`src/logic/uie_pkg.sv`:
```
package uie_pkg;
  // Register offsets on the three address lines
  localparam logic [2:0] ADDR_DATA     = 3'h0;
  localparam logic [2:0] ADDR_IMASK    = 3'h1;
  localparam logic [2:0] ADDR_CAUSE    = 3'h2;
  localparam logic [2:0] ADDR_LFMT     = 3'h3;
  localparam logic [2:0] ADDR_LCOND    = 3'h5;
  localparam logic [2:0] ADDR_MCOND    = 3'h6;
  localparam logic [2:0] ADDR_SEVEN    = 3'h7;
  localparam logic [2:0] ADDR_FLOW_LO  = 3'h4;
  // Key in line format control that opens the enhanced map
  localparam logic [7:0] ENH_KEY       = 8'hBF;
  localparam logic [7:0] RST_BYTE      = 8'h00;
  // Field positions
  localparam int IM_RX        = 0;
  localparam int IM_TX        = 1;
  localparam int IM_LS        = 2;
  localparam int IM_MS        = 3;
  localparam int QC_EN        = 0;
  localparam int QC_RXRST     = 1;
  localparam int QC_TXRST     = 2;
  localparam int QC_TXTRIG_LO = 4;
  localparam int QC_RXTRIG_LO = 6;
  localparam int EFC_ENH      = 4;
  localparam int FC_TRG_RX    = 7;
  localparam int FC_EMC_SEL   = 6;
  localparam int FC_TBL_LO    = 4;
  localparam int EMC_IMD      = 6;
  localparam int EMC_CNT_TX   = 0;
  localparam int LFMT_DIV     = 7;
  localparam logic [1:0] TBL_PROG = 2'h3;
  // Interrupt cause codes, bits 5..0
  localparam logic [5:0] CAUSE_LS   = 6'h06;
  localparam logic [5:0] CAUSE_TO   = 6'h0C;
  localparam logic [5:0] CAUSE_RX   = 6'h04;
  localparam logic [5:0] CAUSE_TX   = 6'h02;
  localparam logic [5:0] CAUSE_MS   = 6'h00;
  localparam logic [5:0] CAUSE_NONE = 6'h01;
  // Fixed trigger table, one entry per two-bit select
  localparam int FILL_W = 7;
  localparam logic [6:0] TRIG_0 = 7'h01;
  localparam logic [6:0] TRIG_1 = 7'h04;
  localparam logic [6:0] TRIG_2 = 7'h08;
  localparam logic [6:0] TRIG_3 = 7'h0E;

  typedef struct packed {
    logic [6:0] rx_fill;
    logic [6:0] tx_fill;
    logic       tx_shifter_empty;
    logic       rx_head_valid;
    logic [2:0] rx_head_err;
    logic       rx_push;
    logic [2:0] rx_push_err;
    logic       rx_overrun;
    logic       rx_timeout;
    logic       rx_err_any;
    logic       modem_delta_any;
  } uie_fifo_stat_t;
endpackage

```
`src/logic/uie_channel_irq.sv`:
```
`timescale 1ns/1ps
// Behaviour
// - Interrupt mask gates rx data, tx empty, line and modem interrupts into cause.
// - FIFO mode: rx data interrupt while fill at or above trigger level.
// - Cause indication drops when fill falls below trigger; interrupt output drops one cycle later.
// - Receive ready status set on first character in FIFO, cleared when empty.
// - FIFO on with mask bits 0-3 clear gives polled mode, no interrupt.
// - Line condition holds separate receive and transmit status bits.
// - Line condition bit 1 set on receive overrun.
// - Bits 2-4 give parity, framing, break of character at holding output.
// - Bit 5 set while transmit holding register or FIFO is empty.
// - Bit 6 set only while transmit FIFO and shifter are both empty.
// - Bit 7 set in FIFO mode while any character in receive FIFO has an error.
// - Mask bit 0 enables rx ready: character held, or trigger reached.
// - Mask bit 1 enables tx ready: holding empty, or fill below trigger.
// - Enabling tx ready while already empty raises it at once.
// - Mask bit 2 enables line interrupt on line condition bits 1 to 4.
// - Overrun raises line interrupt at once on reception.
// - Error bits interrupt at readout, or on reception when extended bit 6 set.
// - Mask bit 3 gates the modem interrupt, reset value disabled.
// - Cause read returns highest pending source; others stay queued.
// - Line condition read clears line interrupt, modem read clears modem interrupt.
// - Holding read clears time-out; cause read showing tx ready, or holding write, clears tx ready.
module uie_channel_irq #(
  parameter int         FIFO_DEPTH = 64,
  parameter logic [7:0] DEVICE_ID  = 8'h5C  // Arbitrary identity value
) (
  input  wire logic                    sys_clk_i,
  input  wire logic                    rst_i,
  input  wire logic                    bus_cs_i,
  input  wire logic [2:0]              bus_addr_i,
  input  wire logic                    bus_rd_i,
  input  wire logic                    bus_wr_i,
  input  wire logic [7:0]              bus_wdata_i,
  output logic      [7:0]              bus_rdata_o,
  input  wire uie_pkg::uie_fifo_stat_t fifo_stat_i,
  input  wire logic [7:0]              rx_data_i,
  input  wire logic [7:0]              modem_condition_i,
  input  wire logic                    divisor_zero_i,
  output logic                         rx_pop_o,
  output logic                         tx_push_o,
  output logic      [7:0]              tx_data_o,
  output logic                         rx_fifo_reset_o,
  output logic                         tx_fifo_reset_o,
  output logic                         fifo_enable_o,
  output logic                         irq_o
);

  if (FIFO_DEPTH < 1 || FIFO_DEPTH > 127) begin : g_depth_check
    $error("FIFO_DEPTH does not fit the fill count width");
  end

  function automatic logic [6:0] trig_lookup(input logic [1:0] sel);
    logic [6:0] t;
    t = uie_pkg::TRIG_0;
    unique case (sel)
      2'h0: t = uie_pkg::TRIG_0;
      2'h1: t = uie_pkg::TRIG_1;
      2'h2: t = uie_pkg::TRIG_2;
      2'h3: t = uie_pkg::TRIG_3;
    endcase
    return t;
  endfunction

  logic [7:0] imask_reg;
  logic [7:0] lfmt_reg;
  logic       qc_en_reg;
  logic [1:0] rx_sel_reg;
  logic [1:0] tx_sel_reg;
  logic [7:0] efc_reg;
  logic [7:0] feature_control_reg;
  logic [7:0] emc_reg;
  logic [7:0] scratch_reg;
  logic [7:0] rx_trg_reg;
  logic [7:0] tx_trg_reg;
  logic [7:0] flow_chars_reg [4];
  logic       tx_arm_reg, tx_int_reg, ls_int_reg, overrun_reg, to_int_reg, ms_int_reg;
  logic       delta_seen_reg, head_err_seen_reg, irq_reg;
  logic [7:0] rdata_reg;
  logic [7:0] rdata_next;

  logic       enh, norm, wr, rd;
  logic [6:0] rx_trig, tx_trig;
  logic       rx_cond, tx_cond, tx_arm, head_err_now, err_event;
  logic       p_ls, p_to, p_rx, p_tx, p_ms;
  logic [5:0] cause;
  logic [7:0] lcond;
  logic       rd_cause, rd_lcond, rd_mcond, rd_hold, wr_hold, wr_qc;

  // Address decode
  assign enh      = (lfmt_reg == uie_pkg::ENH_KEY);
  assign norm     = ~lfmt_reg[uie_pkg::LFMT_DIV];
  assign wr       = bus_cs_i & bus_wr_i;
  assign rd       = bus_cs_i & bus_rd_i;
  assign rd_cause = rd & ~enh & (bus_addr_i == uie_pkg::ADDR_CAUSE);
  assign rd_lcond = rd & ~enh & (bus_addr_i == uie_pkg::ADDR_LCOND);
  assign rd_mcond = rd & ~enh & (bus_addr_i == uie_pkg::ADDR_MCOND);
  assign rd_hold  = rd & norm & (bus_addr_i == uie_pkg::ADDR_DATA);
  assign wr_hold  = wr & norm & (bus_addr_i == uie_pkg::ADDR_DATA);
  assign wr_qc    = wr & ~enh & (bus_addr_i == uie_pkg::ADDR_CAUSE);

  // Trigger levels, fixed table or programmed value
  always_comb begin
    if (feature_control_reg[uie_pkg::FC_TBL_LO +: 2] == uie_pkg::TBL_PROG) begin
      rx_trig = rx_trg_reg[6:0];
      tx_trig = tx_trg_reg[6:0];
    end else begin
      rx_trig = trig_lookup(rx_sel_reg);
      tx_trig = trig_lookup(tx_sel_reg);
    end
  end

  assign rx_cond = qc_en_reg ? (fifo_stat_i.rx_fill >= rx_trig) : (fifo_stat_i.rx_fill != 7'h00);
  assign tx_cond = qc_en_reg ? (fifo_stat_i.tx_fill < tx_trig) : (fifo_stat_i.tx_fill == 7'h00);
  assign tx_arm  = tx_cond & imask_reg[uie_pkg::IM_TX];

  assign head_err_now = fifo_stat_i.rx_head_valid & (|fifo_stat_i.rx_head_err);
  assign err_event = emc_reg[uie_pkg::EMC_IMD] ? (fifo_stat_i.rx_push & (|fifo_stat_i.rx_push_err))
                                               : (head_err_now & ~head_err_seen_reg);

  // mask gating; rx source follows the level
  assign p_ls = imask_reg[uie_pkg::IM_LS] & ls_int_reg;
  assign p_to = imask_reg[uie_pkg::IM_RX] & to_int_reg;
  assign p_rx = imask_reg[uie_pkg::IM_RX] & rx_cond;
  assign p_tx = imask_reg[uie_pkg::IM_TX] & tx_int_reg;
  assign p_ms = imask_reg[uie_pkg::IM_MS] & ms_int_reg;

  always_comb begin
    if (p_ls) begin
      cause = uie_pkg::CAUSE_LS;
    end else if (p_to) begin
      cause = uie_pkg::CAUSE_TO;
    end else if (p_rx) begin
      cause = uie_pkg::CAUSE_RX;
    end else if (p_tx) begin
      cause = uie_pkg::CAUSE_TX;
    end else if (p_ms) begin
      cause = uie_pkg::CAUSE_MS;
    end else begin
      cause = uie_pkg::CAUSE_NONE;
    end
  end

  assign lcond = {qc_en_reg & fifo_stat_i.rx_err_any,
                  (fifo_stat_i.tx_fill == 7'h00) & fifo_stat_i.tx_shifter_empty,
                  (fifo_stat_i.tx_fill == 7'h00),
                  fifo_stat_i.rx_head_valid & fifo_stat_i.rx_head_err[2],
                  fifo_stat_i.rx_head_valid & fifo_stat_i.rx_head_err[1],
                  fifo_stat_i.rx_head_valid & fifo_stat_i.rx_head_err[0],
                  overrun_reg,
                  (fifo_stat_i.rx_fill != 7'h00)};

  // Control registers
  always_ff @(posedge sys_clk_i or posedge rst_i) begin
    if (rst_i) begin
      imask_reg   <= uie_pkg::RST_BYTE;
      lfmt_reg    <= uie_pkg::RST_BYTE;
      efc_reg     <= uie_pkg::RST_BYTE;
      feature_control_reg    <= uie_pkg::RST_BYTE;
      emc_reg     <= uie_pkg::RST_BYTE;
      scratch_reg <= uie_pkg::RST_BYTE;
      rx_trg_reg  <= uie_pkg::RST_BYTE;
      tx_trg_reg  <= uie_pkg::RST_BYTE;
      for (int i = 0; i < 4; i++) begin
        flow_chars_reg[i] <= uie_pkg::RST_BYTE;
      end
    end else if (wr) begin
      if (bus_addr_i == uie_pkg::ADDR_LFMT) begin
        lfmt_reg <= bus_wdata_i;
      end
      if (enh) begin
        unique case (bus_addr_i)
          uie_pkg::ADDR_DATA: begin
            if (feature_control_reg[uie_pkg::FC_TRG_RX]) begin
              rx_trg_reg <= bus_wdata_i;
            end else begin
              tx_trg_reg <= bus_wdata_i;
            end
          end
          uie_pkg::ADDR_IMASK: feature_control_reg <= bus_wdata_i;
          uie_pkg::ADDR_CAUSE: efc_reg  <= bus_wdata_i;
          3'h4, 3'h5, 3'h6, 3'h7: flow_chars_reg[bus_addr_i[1:0]] <= bus_wdata_i;
          default: ;
        endcase
      end else if (bus_addr_i == uie_pkg::ADDR_IMASK && norm) begin
        // Upper enables only with enhanced access on
        imask_reg <= efc_reg[uie_pkg::EFC_ENH] ? bus_wdata_i : {4'h0, bus_wdata_i[3:0]};
      end else if (bus_addr_i == uie_pkg::ADDR_SEVEN) begin
        if (feature_control_reg[uie_pkg::FC_EMC_SEL]) begin
          emc_reg <= bus_wdata_i;
        end else begin
          scratch_reg <= bus_wdata_i;
        end
      end
    end
  end

  // Queue control; other fields only take with the enable bit set
  always_ff @(posedge sys_clk_i or posedge rst_i) begin
    if (rst_i) begin
      qc_en_reg       <= 1'b0;
      rx_sel_reg      <= 2'h0;
      tx_sel_reg      <= 2'h0;
      rx_fifo_reset_o <= 1'b0;
      tx_fifo_reset_o <= 1'b0;
    end else begin
      rx_fifo_reset_o <= wr_qc & bus_wdata_i[uie_pkg::QC_EN] & bus_wdata_i[uie_pkg::QC_RXRST];
      tx_fifo_reset_o <= wr_qc & bus_wdata_i[uie_pkg::QC_EN] & bus_wdata_i[uie_pkg::QC_TXRST];
      if (wr_qc) begin
        qc_en_reg <= bus_wdata_i[uie_pkg::QC_EN];
        if (bus_wdata_i[uie_pkg::QC_EN]) begin
          rx_sel_reg <= bus_wdata_i[uie_pkg::QC_RXTRIG_LO +: 2];
          if (efc_reg[uie_pkg::EFC_ENH]) begin
            tx_sel_reg <= bus_wdata_i[uie_pkg::QC_TXTRIG_LO +: 2];
          end
        end
      end
    end
  end

  // Interrupt sources; set wins over clear
  always_ff @(posedge sys_clk_i or posedge rst_i) begin
    if (rst_i) begin
      tx_arm_reg        <= 1'b0;
      tx_int_reg        <= 1'b0;
      ls_int_reg        <= 1'b0;
      overrun_reg       <= 1'b0;
      to_int_reg        <= 1'b0;
      ms_int_reg        <= 1'b0;
      delta_seen_reg    <= 1'b0;
      head_err_seen_reg <= 1'b0;
    end else begin
      tx_arm_reg        <= tx_arm;
      delta_seen_reg    <= fifo_stat_i.modem_delta_any;
      head_err_seen_reg <= head_err_now;
      if (tx_arm & ~tx_arm_reg) begin
        tx_int_reg <= 1'b1;
      end else if (wr_hold || (rd_cause && cause == uie_pkg::CAUSE_TX)) begin
        tx_int_reg <= 1'b0;
      end
      if (fifo_stat_i.rx_overrun) begin
        overrun_reg <= 1'b1;
      end else if (rd_lcond) begin
        overrun_reg <= 1'b0;
      end
      if (fifo_stat_i.rx_overrun | err_event) begin
        ls_int_reg <= 1'b1;
      end else if (rd_lcond) begin
        ls_int_reg <= 1'b0;
      end
      if (qc_en_reg & fifo_stat_i.rx_timeout) begin
        to_int_reg <= 1'b1;
      end else if (rd_hold) begin
        to_int_reg <= 1'b0;
      end
      if (fifo_stat_i.modem_delta_any & ~delta_seen_reg) begin
        ms_int_reg <= 1'b1;
      end else if (rd_mcond) begin
        ms_int_reg <= 1'b0;
      end
    end
  end

  // Read data select
  always_comb begin
    rdata_next = 8'h00;
    if (bus_addr_i == uie_pkg::ADDR_LFMT) begin
      rdata_next = lfmt_reg;
    end else if (enh) begin
      unique case (bus_addr_i)
        uie_pkg::ADDR_DATA:  rdata_next = {1'b0, emc_reg[uie_pkg::EMC_CNT_TX] ? fifo_stat_i.tx_fill
                                                                               : fifo_stat_i.rx_fill};
        uie_pkg::ADDR_IMASK: rdata_next = feature_control_reg;
        uie_pkg::ADDR_CAUSE: rdata_next = efc_reg;
        3'h4, 3'h5, 3'h6, 3'h7: rdata_next = flow_chars_reg[bus_addr_i[1:0]];
        default: rdata_next = 8'h00;
      endcase
    end else begin
      unique case (bus_addr_i)
        uie_pkg::ADDR_DATA:  rdata_next = norm ? rx_data_i : 8'h00;
        uie_pkg::ADDR_IMASK: rdata_next = norm ? imask_reg : (divisor_zero_i ? DEVICE_ID : 8'h00);
        uie_pkg::ADDR_CAUSE: rdata_next = {qc_en_reg, qc_en_reg, cause};
        uie_pkg::ADDR_LCOND: rdata_next = lcond;
        uie_pkg::ADDR_MCOND: rdata_next = modem_condition_i;
        uie_pkg::ADDR_SEVEN: rdata_next = feature_control_reg[uie_pkg::FC_EMC_SEL] ? {1'b0, qc_en_reg ? fifo_stat_i.rx_fill
                                                                                          : 7'h00}
                                                                        : scratch_reg;
        default: rdata_next = 8'h00;
      endcase
    end
  end

  // Bus answer and strobes to the FIFOs
  always_ff @(posedge sys_clk_i or posedge rst_i) begin
    if (rst_i) begin
      rdata_reg <= 8'h00;
      rx_pop_o  <= 1'b0;
      tx_push_o <= 1'b0;
      tx_data_o <= 8'h00;
    end else begin
      rx_pop_o  <= rd_hold;
      tx_push_o <= wr_hold;
      if (rd) begin
        rdata_reg <= rdata_next;
      end
      if (wr_hold) begin
        tx_data_o <= bus_wdata_i;
      end
    end
  end

  always_ff @(posedge sys_clk_i or posedge rst_i) begin
    if (rst_i) begin
      irq_reg <= 1'b0;
    end else begin
      irq_reg <= p_ls | p_to | p_rx | p_tx | p_ms;
    end
  end

  assign bus_rdata_o   = rdata_reg;
  assign irq_o         = irq_reg;
  assign fifo_enable_o = qc_en_reg;

endmodule

```
`config.mk`:
```
export PLATFORM = sky130hd
export DESIGN_NAME = uie_channel_irq
export DESIGN_NICKNAME = d
export VERILOG_FILES = /design/src/logic/uie_pkg.sv /design/src/logic/uie_channel_irq.sv
export SDC_FILE = /design/constraint.sdc
export NUM_CORES = 1
export LEC_CHECK = 0
export CAP_MARGIN = 20
export CORE_MARGIN = 5
export CORE_UTILIZATION = 52
export DETAILED_ROUTE_END_ITERATION = 8
export DONT_BUFFER_PORTS = 1
export GPL_ROUTABILITY_DRIVEN = 0
export PLACE_DENSITY = 0.74
export SLEW_MARGIN = 20
export SYNTH_ARGS = -nofsm -noshare
export SYNTH_HDL_FRONTEND = slang
export SYNTH_SLANG_ARGS = --single-unit
```
`constraint.sdc`:
```
create_clock -name sys_clk_i -period 4.35 [get_ports sys_clk_i]
set_input_delay 0.6525 -clock sys_clk_i [delete_from_list [all_inputs] [get_ports sys_clk_i]]
set_output_delay 0.6525 -clock sys_clk_i [all_outputs]
set_load 0.01 [all_outputs]
```
==> results.cfg, run 1 <==
[drt]
avgRoutedWirePerCell_um = 25.9
first_iter_violations = 503
num_vias = 4879
vias_per_cell = 6.86
dr.pass1.iters = 7
antenna_left = 0
finalWirelength_um = 18400
drc_errors = 0

[layout]
largest_register_ffs = 32
drive_gt1_share_pct = 26.4
diodes = 0
final_cells = 711
final_nets = 624
nFillCells = 996
synthToLayoutAreaGrowth_pct = 10.3

[global_route]
antenna_found_initial = 2
overflow = 0
grt_pass1_vias = 5004
grt_pass1_wl_um = 28600
grt_max_degree = 51
track_usage_pct = 26.2

[run_status]
status = complete, no violations

[floorplan]
core_area_sq_um = 12000
initial_core_util_pct = 53.0
core.rowCount = 40
dieHeight_um = 121
die_area_sq_um = 14600
die_w_um = 121
ios = 82

[yosys]
yosys-top-cells-area = dfrtp_1 48%, mux2_2 17%, nand2_1 3.8%
synthCells = 561
avgSynthCellArea_sq_um = 11.4
yosysSeqAreaShare_pct = 47.9
synth-seq-cells = 122
ys_types = 71
synth-main-ff-cell = dfrtp_1
syn-num-nets = 634
yosys-top-cells-count = 122 x dfrtp_1, 94 x mux2_2, 65 x nand2_1
synth_edf_count = 0
yosysTopAreaCellShare_pct = 47.9
yosysMostFrequentCell = dfrtp_1
netlist_area_sq_um = 6370
yosys_warnings = 0
yosysTopAreaCell = dfrtp_1
async_flop_share_pct = 100

[critical_path]
critPathKind = flop to flop
rrSetupSlack_ns = 1.54
worstReg2RegEnd = bus_rdata_o[1]
cp_data_arrival_time_ns = 3.12
crit_path_start_kind = flop
crit_required_ns = 4.66
r2r_start = feature_control_reg[5]
worstRegToRegCells = 8
crit_fanout = 14
startpoint = feature_control_reg[5]
cp-end-kind = flop
cp-endpoint = bus_rdata_o[1]

[sta]
slew_headroom_pct = 31.6
fin_skew_ns = 0.00773
rsz0062_at_grt = no
tightest_slew_ns = 1.02
worst_slack_ns = 1.54
hold_slack_ns = 0.107
fin_crit_sh_pct = 64.7
setup_viol = 0
hold_violations = 0
finalCriticalPeriod_ns = 2.81
maxSlewViolCount = 0
fin_tns_setup_ns = 0
max_freq_mhz = 356

[place]
dp_cells = 679
hpwl_um = 12800
pre_cts_ws_ns = 1.63
port_buffers = 0

[power_and_ir_drop]
vdd_ir_drop_max_uv = 258
leakage_nw = 3.18
pwr_density_cell_nw_per_um2 = 429

[clock_network]
cts_max_path_buffers = 2
hold_buffers = 0
numCtsBuffers = 17
cts_num_sinks = 122
cts_tree = built
ctsResizeCount = 0
htreeDepth = 4
cts_root_buf = clkbuf_16
post-cts-setup-buffers = 0
clk_pin_slew_worst_paths_ns = 0.06
clk_latency_ns = 0.43

[run]
drv_cap = 0

[worst_hold_path]
min_path_type = input port to async pin
==> worst min-delay path by stage <==
| stage | start | endpoint | slack [ns] | cells after the start |
|---|---|---|---|---|
| floorplan | delta_seen_reg | ms_int_reg | 0.40 | 1 |
| global placement | delta_seen_reg | ms_int_reg | 0.42 | 1 |
| detailed placement | delta_seen_reg | ms_int_reg | 0.43 | 1 |
| CTS | rst_i | tx_data_o[7] | 0.12 | 1 |
| global route | rst_i | tx_data_o[7] | 0.13 | 1 |
| finish | rst_i | tx_data_o[7] | 0.11 | 1 |
==> report_power, final <==
part	switching (mW)	internal (mW)	leakage, nW	total, mW
clock network	0.554	0.852	0.285	1.41
logic	0.142	0.128	1.27	0.269
registers	0.108	1.23	1.62	1.34
==> area by class of cell <==
| type | count | area, sq um | area share [%] |
|---|---|---|---|
| sequential | 122 | 3050 | 43.5 |
| clock buffer | 17 | 425 | 6.06 |
| tap | 147 | 184 | 2.62 |
| inverter | 10 | 40.0 | 0.570 |
| clock inverter | 15 | 164 | 2.33 |
| multi-input combinational | 398 | 3140 | 44.8 |
| timing repair buffer | 2 | 15.0 | 0.214 |
==> kinds of logic after synthesis <==
logic type / count (synthesis) / synth area share, %
and+or+nand+nor: 161 / 13.8
buffers and inverters: 41 / 2.67
muxes: 117 / 21.0
DFF: 122 / 47.9
AOI/OAI and AO/OA: 107 / 12.0
adders and majority gates: 13 / 2.55
==> per-stage QoR <==
stage               total power [mW]  cell area (sq um)  util, %
floorplan                       1.56               6370        -
global placement                1.60               6440     53.6
detailed placement              1.62               6440     53.6
CTS                             3.02               7030     58.5
global route                    3.12               7030     58.5
finish                          3.01               7030     58.5
==> placed cells by master, fill, tap and decap left out, types with 3 or more instances in the layout <==
cell type / n
a211o_1: 3
o211ai_1: 7
clkbuf_16: 17
a32oi_1: 7
mux2i_1: 18
nor2_1: 13
inv_1: 8
a21o_1: 6
nand3_1: 17
mux4_2: 4
a31oi_1: 5
nand2_1: 65
and3_1: 7
or3_1: 3
and2_1: 6
a22o_1: 3
and3b_1: 3
a221o_1: 3
nand2b_1: 5
a22oi_1: 3
o31ai_1: 4
nand3b_1: 3
dfrtp_1: 122
mux2_2: 94
clkinv_4: 3
nor3_1: 8
a21oi_1: 22
nor2_2: 6
ha_1: 13
inv_6: 6
o21ai_0: 17
nand4_1: 3
==> worst max-delay path, stage by stage (launching register included) <==
cell,delay (ns)
dfrtp_1,0.43
and2_1,0.52
mux2i_1,0.18
ha_1,0.34
a21o_1,0.13
a31oi_1,0.04
o21ai_0,0.54
a311oi_1,0.20
o32a_1,0.32
==> layer usage <==
layer / wire, um / track usage (%)
met2: 8770 / 41.3
met4: 1010 / 14.5
met5: 14 / 0
met1: 6850 / 31.7
met3: 1780 / 8.65
Note: power is estimated with default switching activity, not from simulation.
==> inputs of run 2 (changes only) <==
==> constraint.sdc (replaced) <==
create_clock -name sys_clk_i -period 2.6 [get_ports sys_clk_i]
set_input_delay 0.39 -clock sys_clk_i [delete_from_list [all_inputs] [get_ports sys_clk_i]]
set_output_delay 0.39 -clock sys_clk_i [all_outputs]
set_load 0.01 [all_outputs]
==> run 2 against run 1 <==
Against the previous run: final area rose by 0.96%; non-clock buffer count rose by 7; final cell count is 0.98% higher; worst setup slack got worse by 1.3 ns; critical path depth is the same; sequential share of layout area shrank 0.41 points; wire length fell by 0.63%; clock power rose by 66%; largest power group unchanged.
==> results.cfg, run 2 (synthesis results as in run 1) <==
[floorplan]
die_w_um = 121
die_area_sq_um = 14600
ios = 82
core_area_sq_um = 12000
initial_core_util_pct = 53.0
dieHeight_um = 121
core.rowCount = 40

[critical_path]
cp.depth = 8
critPathBufInv = 0
crit_path_start_kind = flop
crit_path_max_incr_delay_ns = 0.42
crit_fanout = 9
cp_data_arrival_time_ns = 2.71
critPathKind = flop to flop
slowest_stage = dfrtp_1
cp-end-kind = flop
crit_required_ns = 2.96
crit_chain = and2_1 -> nand2_1 -> ha_1 -> and3_1 -> a221oi_1 -> o21ai_1 -> a311oi_1 -> o32a_1
crit_family = compound AO/OA/AOI/OAI gates
worstRegToRegCells = 8

[run]
drv_cap = 0

[global_route]
overflow = 0
globalRouteMet2Util_pct = 40.1
grt_use_met1_pct = 33.1
track_usage_pct = 26.2
antenna_found_initial = 2
grtUsageMet3_pct = 7.81
grt_pass1_wl_um = 28900
grt_max_degree = 123
grt_busiest_layer = met2
grt_pass1_vias = 5020

[sta]
fin_tns_setup_ns = 0
hold_violations = 0
setup_viol = 0
maxSlewViolCount = 0
tightest_slew_ns = 0.835
fin_crit_sh_pct = 90.4
fin_skew_ns = 0.00734
slew_headroom_pct = 44.2
max_freq_mhz = 425
worst_slack_ns = 0.250
finalCriticalPeriod_ns = 2.35
rsz0062_at_grt = no

[layout]
drive_gt1_share_pct = 27.0
final_nets = 631
synthToLayoutAreaGrowth_pct = 11.4
layout_commonest_cell = dfrtp_1
final_cells = 718
layout_common_cells = 122 x dfrtp_1, 94 x mux2_2, 65 x nand2_1, 22 x a21oi_1, 18 x mux2i_1
largest_register_ffs = 32
diodes = 0

[clock_network]
cts_num_sinks = 122
cts_root_buf = clkbuf_16
cts_tree = built
htreeDepth = 4
numCtsBuffers = 17
cts_max_path_buffers = 2
clk_latency_ns = 0.42
clk_pin_slew_worst_paths_ns = 0.06

[drt]
first_iter_violations = 486
finalWirelength_um = 18300
vias_per_cell = 6.79
avgRoutedWirePerCell_um = 25.5
drc_errors = 0
num_vias = 4873
antenna_left = 0
dr.pass1.iters = 7

[power_and_ir_drop]
vdd_ir_drop_max_uv = 489
pwr_density_cell_nw_per_um2 = 708
leakage_nw = 3.21

[run_status]
status = complete, no violations

[place]
dp_cells = 685
port_buffers = 0
pre_cts_ws_ns = 0.128
hpwl_um = 12700

[worst_hold_path]
min_path_type = input port to async pin
## run 2: changes by cell type in the layout (fill, tap and decap cells not counted)
| cell | previous run | this run |
|---|---|---|
| clkinv_4 | 3 | 4 |
| clkbuf_1 | 0 | 1 |
| inv_4 | 1 | 0 |
| o21ai_0 | 17 | 16 |
| dlygate4sd3_1 | 0 | 1 |
| clkinvlp_4 | 2 | 4 |
| clkbuf_8 | 0 | 1 |
| o21ai_1 | 0 | 1 |
| buf_12 | 0 | 1 |
| inv_6 | 6 | 2 |
| buf_4 | 2 | 7 |
## run 2: metal layers
layer	vias to the layer above	part of all wire, %	wire [um]
met1	2417	39	7130
met5	-	0.15	28
met4	4	5.9	1070
met2	279	45	8300
met3	86	9.7	1780
li1	2087	-	-
## run 2: report_power, final
| part | leakage, nW | switching, mW | internal, mW | total, mW |
|---|---|---|---|---|
| clock | 0.280 | 0.897 | 1.44 | 2.34 |
| combinational | 1.31 | 0.229 | 0.217 | 0.446 |
| sequential | 1.62 | 0.182 | 2.05 | 2.24 |
| total | 3.21 | 1.31 | 3.71 | 5.02 |
## run 2: path summary, 6_finish.rpt
kind	start	to	slack, ns
hold reg to reg	delta_seen_reg	ms_int_reg	0.43
min in group sys_clk_i	bus_addr_i[0]	rx_pop_o	0.07
setup / recovery	feature_control_reg[5]	bus_rdata_o[1]	0.25
max in group asynchronous	rst_i	lfmt_reg[2]	2.08
hold / removal	rst_i	tx_data_o[3]	0.02
setup reg to reg	feature_control_reg[5]	bus_rdata_o[1]	0.25
## run 2: cell type report
| type | instances | area, sq um |
|---|---|---|
| sequential | 122 | 3050 |
| tap | 147 | 184 |
| timing repair buffer | 9 | 82.6 |
| clock inverter | 13 | 145 |
| clock buffer | 19 | 443 |
| fill | 976 | 4920 |
| inverter | 10 | 41.3 |
| multi-input combinational | 398 | 3140 |
## run 2: worst reg2reg max path, delay by kind of cell, from the launching register on
kind / cells / cell delay [ns]
compound gates: 4 / 0.89
simple gates: 3 / 0.68
flops: 1 / 0.42
fa+ha+maj: 1 / 0.30
## run 2: stage by stage
| step | power, mW | utilization [%] | cell area [sq um] | hold slack [ns] |
|---|---|---|---|---|
| finish | 5.02 | 59.1 | 7090 | 0.0245 |
| global route | 5.19 | 59.1 | 7090 | 0.0572 |
| CTS | 5.04 | 59.1 | 7090 | 0.0471 |
| detailed placement | 2.71 | 54.1 | 6490 | 0.422 |
| global placement | 2.69 | 54.1 | 6490 | 0.418 |
| floorplan | 2.60 | - | 6370 | 0.400 |
## run 2: timing repair
action                                  in CTS  in global routing
hold buffers                                 1                  0
gates resized for setup                      0                  1
buffers inserted                             0                  0
endpoints found under the setup margin       0                  2
endpoints found under the hold margin        1                  0
